--- src/rtl/rff_pkg.sv ---
// rff_pkg: constants and types for the receive frame acceptance filter
package rff_pkg;
	// ==========================================================
	// register map (word indices, byte address is four times)
	localparam logic [7:0] RFF_IDX_NET_ADDRESS = 8'h03;
	localparam logic [7:0] RFF_IDX_SYS_CONFIG = 8'h04;
	localparam logic [7:0] RFF_IDX_FILTER_STATUS = 8'h05;
	localparam logic [7:0] RFF_ADDR_NET_ADDRESS = 8'h0C;
	localparam logic [7:0] RFF_ADDR_SYS_CONFIG = 8'h10;
	localparam logic [7:0] RFF_ADDR_FILTER_STATUS = 8'h14;

	// ==========================================================
	// reset values
	localparam logic [31:0] RFF_RST_NET_ADDRESS = 32'hFFFFFFFF;
	localparam logic [31:0] RFF_RST_SYS_CONFIG = 32'h00001200;

	// ==========================================================
	// configuration bit positions
	localparam int RFF_BIT_FILTER_ON = 0;
	localparam int RFF_BIT_COORD = 1;
	localparam int RFF_BIT_BEACON = 2;
	localparam int RFF_BIT_DATA = 3;
	localparam int RFF_BIT_ACK = 4;
	localparam int RFF_BIT_CMD = 5;
	localparam int RFF_BIT_RESERVED = 6;
	localparam int RFF_BIT_TYPE4 = 7;
	localparam int RFF_BIT_TYPE5 = 8;

	// ==========================================================
	// frame control field layout and codes
	localparam logic [2:0] RFF_TYPE_BEACON = 3'h0;
	localparam logic [2:0] RFF_TYPE_DATA = 3'h1;
	localparam logic [2:0] RFF_TYPE_ACK = 3'h2;
	localparam logic [2:0] RFF_TYPE_CMD = 3'h3;
	localparam logic [2:0] RFF_TYPE_FOUR = 3'h4;
	localparam logic [2:0] RFF_TYPE_FIVE = 3'h5;
	localparam int RFF_FCF_COMPRESS = 6;
	localparam logic [1:0] RFF_MODE_NONE = 2'h0;
	localparam logic [1:0] RFF_MODE_SHORT = 2'h2;
	localparam logic [1:0] RFF_MODE_LONG = 2'h3;
	localparam logic [6:0] RFF_OFS_DPAN = 7'h03;
	localparam logic [6:0] RFF_LEN_PAN = 7'h02;
	localparam logic [6:0] RFF_LEN_SHORT = 7'h02;
	localparam logic [6:0] RFF_LEN_LONG = 7'h08;
	localparam logic [6:0] RFF_LEN_FCS = 7'h02;

	typedef struct packed {
		logic valid;
		logic first;
		logic last;
		logic [7:0] data;
	} rff_rx_byte_t;

	typedef enum logic [1:0] {
		RFF_ST_IDLE = 2'b00,
		RFF_ST_BODY = 2'b01
	} rff_state_t;
endpackage

--- src/rtl/rff_frame_filter.sv ---
// rff_frame_filter: decodes each received frame and accepts or rejects it
`timescale 1ns/1ps
`default_nettype none

// Operation
// - filter checks apply only while frame_filter_on is set; otherwise every frame passes.
// - short destination must equal node short address and node network identifier.
// - coordinator role has effect only while frame_filter_on is set.
// - coordinator_role 1 acts as coordinator, 0 as ordinary node.
// - coordinator accepts no-destination frame when source network identifier matches.
// - ordinary node rejects a frame whose destination is not its own address.
// - beacon type 000 accepted only with allow_beacon set and other checks passing.
// - data type 001 accepted only with allow_data_frames set and checks passing.
// - ack type 010 accepted only with allow_ack_frames set and checks passing.
// - command type 011 accepted only with allow_mac_command set and checks passing.
// - type codes 100 to 111 are reserved and normally rejected.
// - allow_reserved_types set accepts every type 100 to 111.
// - reserved types rejected when that bit clear, unless type four/five allows.
// - accepted reserved frames skip address matching, handed on for software.
// - allow_type_four set accepts type 100 without address matching.
// - allow_type_four clear rejects type 100 unless allow_reserved_types set.
// - frames shorter than the length implied by frame control are rejected.
module rff_frame_filter
	import rff_pkg::*;
(
	input wire logic clk_in,
	input wire logic srst_in,
	input wire logic [7:0] addr_in,
	input wire logic [31:0] wr_data_in,
	input wire logic wr_en_in,
	input wire logic rd_en_in,
	output logic [31:0] rd_data_out,
	input wire rff_rx_byte_t rx_byte_in,
	output logic frame_good_out,
	output logic frame_drop_out
);
	// ==========================================================
	// registers
	logic [31:0] net_address;
	logic [31:0] sys_config;
	logic [15:0] good_count;
	logic [15:0] drop_count;
	logic [31:0] next_rd_data;

	wire sel_net = (addr_in == RFF_ADDR_NET_ADDRESS);
	wire sel_cfg = (addr_in == RFF_ADDR_SYS_CONFIG);
	wire sel_sts = (addr_in == RFF_ADDR_FILTER_STATUS);

	always_ff @(posedge clk_in) begin
		if (srst_in) begin
			net_address <= RFF_RST_NET_ADDRESS;
			sys_config <= RFF_RST_SYS_CONFIG;
		end else if (wr_en_in) begin
			if (sel_net) begin
				net_address <= wr_data_in;
			end
			if (sel_cfg) begin
				sys_config <= wr_data_in;
			end
		end
	end

	// unmapped addresses read as zero
	always_comb begin
		next_rd_data = 32'h00000000;
		if (rd_en_in && sel_net) begin
			next_rd_data = net_address;
		end else if (rd_en_in && sel_cfg) begin
			next_rd_data = sys_config;
		end else if (rd_en_in && sel_sts) begin
			next_rd_data = {drop_count, good_count};
		end
	end

	always_ff @(posedge clk_in) begin
		if (srst_in) begin
			rd_data_out <= 32'h00000000;
		end else begin
			rd_data_out <= next_rd_data;
		end
	end

	wire [15:0] own_short = net_address[15:0];
	wire [15:0] own_net_id = net_address[31:16];
	wire filter_on = sys_config[RFF_BIT_FILTER_ON];
	wire coord = filter_on & sys_config[RFF_BIT_COORD];

	// ==========================================================
	// byte tracking and field capture
	rff_state_t state;
	rff_state_t next_state;
	logic [6:0] idx;
	logic [15:0] fcf;
	logic [15:0] dst_pan;
	logic [15:0] dst_addr;
	logic [15:0] src_pan;

	wire rx_take = rx_byte_in.valid & (rx_byte_in.first | (state == RFF_ST_BODY));
	wire [6:0] cur_idx = rx_byte_in.first ? 7'h00 : idx;

	always_comb begin
		next_state = state;
		case (state)
			RFF_ST_IDLE: begin
				if (rx_take && !rx_byte_in.last) begin
					next_state = RFF_ST_BODY;
				end
			end
			RFF_ST_BODY: begin
				if (rx_take && rx_byte_in.last) begin
					next_state = RFF_ST_IDLE;
				end
			end
			default: begin
				next_state = RFF_ST_IDLE;
			end
		endcase
	end

	// field offsets follow from the frame control field
	wire [2:0] ftype = fcf[2:0];
	wire [1:0] dst_mode = fcf[11:10];
	wire [1:0] src_mode = fcf[15:14];
	wire dst_present = (dst_mode != RFF_MODE_NONE);
	wire src_present = (src_mode != RFF_MODE_NONE);
	wire src_pan_present = src_present & ~(fcf[RFF_FCF_COMPRESS] & dst_present);
	wire [6:0] dst_len = (dst_mode == RFF_MODE_SHORT) ? RFF_LEN_SHORT :
		(dst_mode == RFF_MODE_LONG) ? RFF_LEN_LONG : 7'h00;
	wire [6:0] src_len = (src_mode == RFF_MODE_SHORT) ? RFF_LEN_SHORT :
		(src_mode == RFF_MODE_LONG) ? RFF_LEN_LONG : 7'h00;
	wire [6:0] ofs_daddr = RFF_OFS_DPAN + (dst_present ? RFF_LEN_PAN : 7'h00);
	wire [6:0] ofs_span = ofs_daddr + dst_len;
	wire [6:0] ofs_saddr = ofs_span + (src_pan_present ? RFF_LEN_PAN : 7'h00);
	wire [6:0] min_len = ofs_saddr + src_len + RFF_LEN_FCS;

	always_ff @(posedge clk_in) begin
		if (srst_in) begin
			state <= RFF_ST_IDLE;
			idx <= 7'h00;
			fcf <= 16'h0000;
			dst_pan <= 16'h0000;
			dst_addr <= 16'h0000;
			src_pan <= 16'h0000;
		end else begin
			state <= next_state;
			if (rx_take) begin
				idx <= cur_idx + 7'h01;
				if (cur_idx == 7'h00) begin
					fcf[7:0] <= rx_byte_in.data;
				end
				if (cur_idx == 7'h01) begin
					fcf[15:8] <= rx_byte_in.data;
				end
				if (cur_idx == RFF_OFS_DPAN) begin
					dst_pan[7:0] <= rx_byte_in.data;
				end
				if (cur_idx == RFF_OFS_DPAN + 7'h01) begin
					dst_pan[15:8] <= rx_byte_in.data;
				end
				if (cur_idx == ofs_daddr) begin
					dst_addr[7:0] <= rx_byte_in.data;
				end
				if (cur_idx == ofs_daddr + 7'h01) begin
					dst_addr[15:8] <= rx_byte_in.data;
				end
				if (cur_idx == ofs_span) begin
					src_pan[7:0] <= rx_byte_in.data;
				end
				if (cur_idx == ofs_span + 7'h01) begin
					src_pan[15:8] <= rx_byte_in.data;
				end
			end
		end
	end

	// ==========================================================
	// verdict, formed on the last byte of a frame
	wire frame_end = rx_take & rx_byte_in.last;
	// fcf is only complete once two bytes are in; shorter frames fail the length check anyway
	wire [7:0] frame_len = {1'b0, cur_idx} + 8'h01;
	wire length_ok = (cur_idx >= 7'h02) && (frame_len >= {1'b0, min_len});

	wire is_reserved = ftype[2];
	wire reserved_ok = sys_config[RFF_BIT_RESERVED] |
		((ftype == RFF_TYPE_FOUR) & sys_config[RFF_BIT_TYPE4]) |
		((ftype == RFF_TYPE_FIVE) & sys_config[RFF_BIT_TYPE5]);

	wire type_ok = ((ftype == RFF_TYPE_BEACON) & sys_config[RFF_BIT_BEACON]) |
		((ftype == RFF_TYPE_DATA) & sys_config[RFF_BIT_DATA]) |
		((ftype == RFF_TYPE_ACK) & sys_config[RFF_BIT_ACK]) |
		((ftype == RFF_TYPE_CMD) & sys_config[RFF_BIT_CMD]);

	// with pan compression the source shares the destination network identifier
	wire [15:0] src_net = src_pan_present ? src_pan : dst_pan;
	wire src_net_ok = src_present & (src_net == own_net_id);
	// 64-bit destinations are not matched here, so they never pass
	wire dst_ok = (dst_mode == RFF_MODE_SHORT) &
		(dst_addr == own_short) & (dst_pan == own_net_id);
	wire nodst_ok = (ftype == RFF_TYPE_ACK) |
		(coord & src_net_ok) |
		(~coord & (ftype == RFF_TYPE_BEACON) & src_net_ok);
	wire addr_ok = dst_present ? dst_ok : nodst_ok;

	// reserved types bypass address decoding entirely
	wire checks_ok = length_ok & (is_reserved ? reserved_ok : (type_ok & addr_ok));
	wire accept = ~filter_on | checks_ok;

	always_ff @(posedge clk_in) begin
		if (srst_in) begin
			frame_good_out <= 1'b0;
			frame_drop_out <= 1'b0;
			good_count <= 16'h0000;
			drop_count <= 16'h0000;
		end else begin
			frame_good_out <= frame_end & accept;
			frame_drop_out <= frame_end & ~accept;
			if (frame_end && accept) begin
				good_count <= good_count + 16'h0001;
			end
			if (frame_end && !accept) begin
				drop_count <= drop_count + 16'h0001;
			end
		end
	end
endmodule

`default_nettype wire

--- config.mk ---
export PLATFORM = sky130hd
export DESIGN_NAME = rff_frame_filter
export DESIGN_NICKNAME = d
export VERILOG_FILES = /design/src/rtl/rff_pkg.sv /design/src/rtl/rff_frame_filter.sv
export SDC_FILE = /design/constraint.sdc
export NUM_CORES = 1
export LEC_CHECK = 0
export ABC_CLOCK_PERIOD_IN_PS = 3900
export BUFFER_PORTS_ARGS = -buffer_cell sky130_fd_sc_hd__buf_2
export CAP_MARGIN = 10
export CELL_PAD_IN_SITES_DETAIL_PLACEMENT = 1
export CELL_PAD_IN_SITES_GLOBAL_PLACEMENT = 1
export CORE_MARGIN = 2
export CORE_UTILIZATION = 30
export DETAILED_ROUTE_END_ITERATION = 7
export PLACE_DENSITY = 0.66
export SLEW_MARGIN = 30
export SYNTH_ARGS = -nofsm -noshare
export SYNTH_HDL_FRONTEND = slang
export SYNTH_SLANG_ARGS = --single-unit
--- constraint.sdc ---
create_clock -name clk_in -period 3.9 [get_ports clk_in]
set_input_delay 0.78 -clock clk_in [delete_from_list [all_inputs] [get_ports clk_in]]
set_output_delay 0.78 -clock clk_in [all_outputs]
set_load 0.01 [all_outputs]
==> flow_summary.toml <==
[outcome]
status = "complete, no violations"

[critical_path]
r2r_start = "fcf[11]$_SDFFE_PP0P_"
critPathRequiredTime_ps = 4240
crit_chain = "nor2b_2 -> ha_1 -> ha_1 -> a21oi_1 -> nor2b_1 -> xnor2_1 -> ha_1 -> o211ai_1 -> o21ai_0 -> a221oi_1 -> buf_4 -> o21a_1 -> or2_1 -> buf_12 -> nor4_1 -> mux2_2"
critical-path-top-delay-family = "adder cells"
crit_fanout = 26
cpMostUsedCell = "ha_1"
crit_type = "reg2reg"
crit_arrival_ps = 4060
slowest_stage = "dfxtp_4"
crit_start = "fcf[11]$_SDFFE_PP0P_"
worstSetupStartpointType = "register"
critPathCaptureType = "register"
critPathMaxStageDelay_ps = 380
path_buf_inv = 2

[sta]
grt_setup_unrepaired = "true"
finalHoldViolCount = 0
fmax_mhz = 269
slew_headroom_pct = 40.2
finClkSkew_ps = 12.2
setup_violations = 0
worst_slew_pin_slew_ps = 897
period_needed_ps = 3720
finalMaxSlewViolations = 0
period_share_pct = 95.5

[cts]
cts.sinks = 194
cts-buffers-inserted = 17
tritoncts = "yes"
htree_levels = 4
clk_pin_slew_ps = 80
clock_path_buffers = 2
cts_root_buffer = "clkbuf_16"
worstSkewPairLatency_ps = 450
cts_hold_buf = 0

[route]
post-route-drc-count = 0
first_pass_iters = 4
routed_via_density = 5.08
drt-initial-drc-count = 393
vias = 7909
routed_wl_um = 28100
ant_nets = 0
wl_per_cell_um = 18.1

[yosys]
synth.most_common_cell = "dfxtp_1"
yosysWarnings = 0
synth.area.top_cells = "dfxtp_1 42%, mux2i_1 9.1%, nor2_1 6.4%"
synth.avg_cell_area_um2 = 8.60
synth_fp_nets = 1149
synthArstFlopShare_pct = 0
ys.flop_type = "dfxtp_1"
syn-cell-area_um2 = 9280
synth-seq-cells = 194
yosysSeqAreaShare_pct = 41.9
synth_top_area_cell = "dfxtp_1"
yosys.area.top_type_share_pct = 41.9
synthTopCellsByCount = "194 x dfxtp_1, 158 x nor2_1, 107 x nand2_1"
synth-edff-count = 0
synth.distinct_cells = 62
syn_inst = 1079

[grt]
grt-ovfl-total = 0
grt_start_max_net_pins = 97
antenna_found_initial = 2
grt_first_pass_wirelength_um = 45400
grt.total_usage_pct = 17.6
first_global_vias = 8021

[floorplan]
dieWidth_um = 180
die_h_um = 180
start_util_pct = 30.4
std_cell_rows = 64
dieArea_um2 = 32400
core_um2 = 30500
ioPinCount = 89

[power]
p_leak_nw = 4.00
ir_drop_uv = 332
powerDensity_nw_per_um2 = 368

[layout]
instances_no_fill = 1556
nFillCells = 3601
fin_nets = 1218
synthToLayoutAreaGrowth_pct = 17.4
drive_gt1_share_pct = 17.5
fin_util_pct = 35.7

[place]
gp_congestion = 0.833
portBuffers = 88
dpl.hpwl_um = 19900
post-place-cells = 1521

[worst_hold_path]
hold_path.class = "reg2reg"
hp-start = "sys_config[31]$_SDFFE_PP0P_"

[flow_run]
maxCapViolations = 0
logic make-up (layout without fill, tap and decap cells):
kind of cell | count (synthesis) | in the layout | share of synthesized area [%]
multiplexers | 108 | 108 | 12.1
other | 0 | 1 | 0
AND/OR/NAND/NOR | 439 | 439 | 22.4
AO/OA/AOI/OAI | 187 | 187 | 12.9
adder cells (fa/ha/maj) | 15 | 15 | 2.02
buffers and inverters | 82 | 162 | 3.67
flip-flops | 194 | 194 | 41.9
XOR/XNOR | 54 | 54 | 5.10
power breakdown:
part / internal [W] / switching, W / leakage, nW / total, W
Sequential: 0.00199 / 0.0000162 / 1.57 / 0.00201
Combinational: 0.0000826 / 0.000141 / 2.15 / 0.000223
Clock: 0.000990 / 0.000788 / 0.274 / 0.00178
Total: 0.00306 / 0.000944 / 4.00 / 0.00401
cells in the final DEF, fill, tap and decap left out, types with 6 or more instances in the layout:
cell       count
or4_1         10
buf_4         27
nand3_1       28
inv_1         10
xor2_1        34
clkbuf_16     17
a21oi_1       99
dfxtp_1      192
buf_2         88
o211ai_1       6
nor3_1        12
nand2_1      107
nor4_1         7
o31ai_1        6
nor2b_1       56
o21ai_0        9
ha_1          15
mux2i_1       84
and3_1        10
a211o_1       33
xnor2_1       20
nand4_1       15
mux2_2        23
nand2b_1       6
nor2_1       157
nor4_2         6
area by class of cell:
class / instances / area (um2) / share of cell area, %
multi-input cells: 803 / 5140 / 47.2
flip-flops and latches: 194 / 3890 / 35.7
repair buffers: 121 / 746 / 6.84
well taps: 396 / 495 / 4.55
clock buffers: 22 / 474 / 4.35
clock inverters: 8 / 105 / 0.965
inverters: 11 / 41.3 / 0.379
diodes: 1 / 2.50 / 0.0230
state kept, by name, indices dropped and copies added, names as in the netlist:
signal / count
net_address: 32
good_count: 16
rd_data_out: 32
src_pan: 16
state: 1
dst_addr: 16
frame_drop_out: 1
frame_good_out: 1
drop_count: 16
fcf: 8
sys_config: 32
dst_pan: 16
idx: 7
metal layers:
| metal | wire length, um | share of wire (%) | track usage, % | vias to the layer above |
|---|---|---|---|---|
| met5 | 0 | 0 | 0 | - |
| met4 | 343 | 1.2 | 4.55 | 0 |
| met3 | 668 | 2.4 | 2.65 | 20 |
| met2 | 13400 | 48 | 29.4 | 107 |
| met1 | 13700 | 49 | 23.8 | 3908 |
| li1 | - | - | - | 3874 |
through the flow:
step                area (um2)  total power (W)  setup WS (ps)  hold WS, ps  TNS (ps)
finish                   10900          0.00401            177          456         0
detailed placement       10200          0.00228          -10.3          447     -14.3
floorplan                 9280          0.00218           32.2          436         0
global placement         10200          0.00227            105          442         0
CTS                      10800          0.00405           41.9          457         0
global route             10900          0.00415          -3.05          473     -6.86
tightest hold or removal path, delay by kind of cell, from the launching register on:
| family | cells | cell delay (ps) |
|---|---|---|
| flip-flops | 1 | 310 |
| AO/OA/AOI/OAI | 1 | 50 |
| AND/OR/NAND/NOR | 1 | 50 |
worst paths after layout:
check / end / slack (ps) / cells after the start
worst max-delay path: good_count[8]$_SDFFE_PP0P_ / 180 / 16
worst min-delay path: sys_config[31]$_SDFFE_PP0P_ / 460 / 2
worst max register to register: good_count[8]$_SDFFE_PP0P_ / 180 / 16
worst min register to register: sys_config[31]$_SDFFE_PP0P_ / 460 / 2
what timing repair did:
action	in CTS	in global routing
gates cloned	0	1
setup buffers	0	3
gates resized for setup	2	17
endpoints found under the setup margin	8	18
Note: power is estimated with default switching activity, not from simulation.
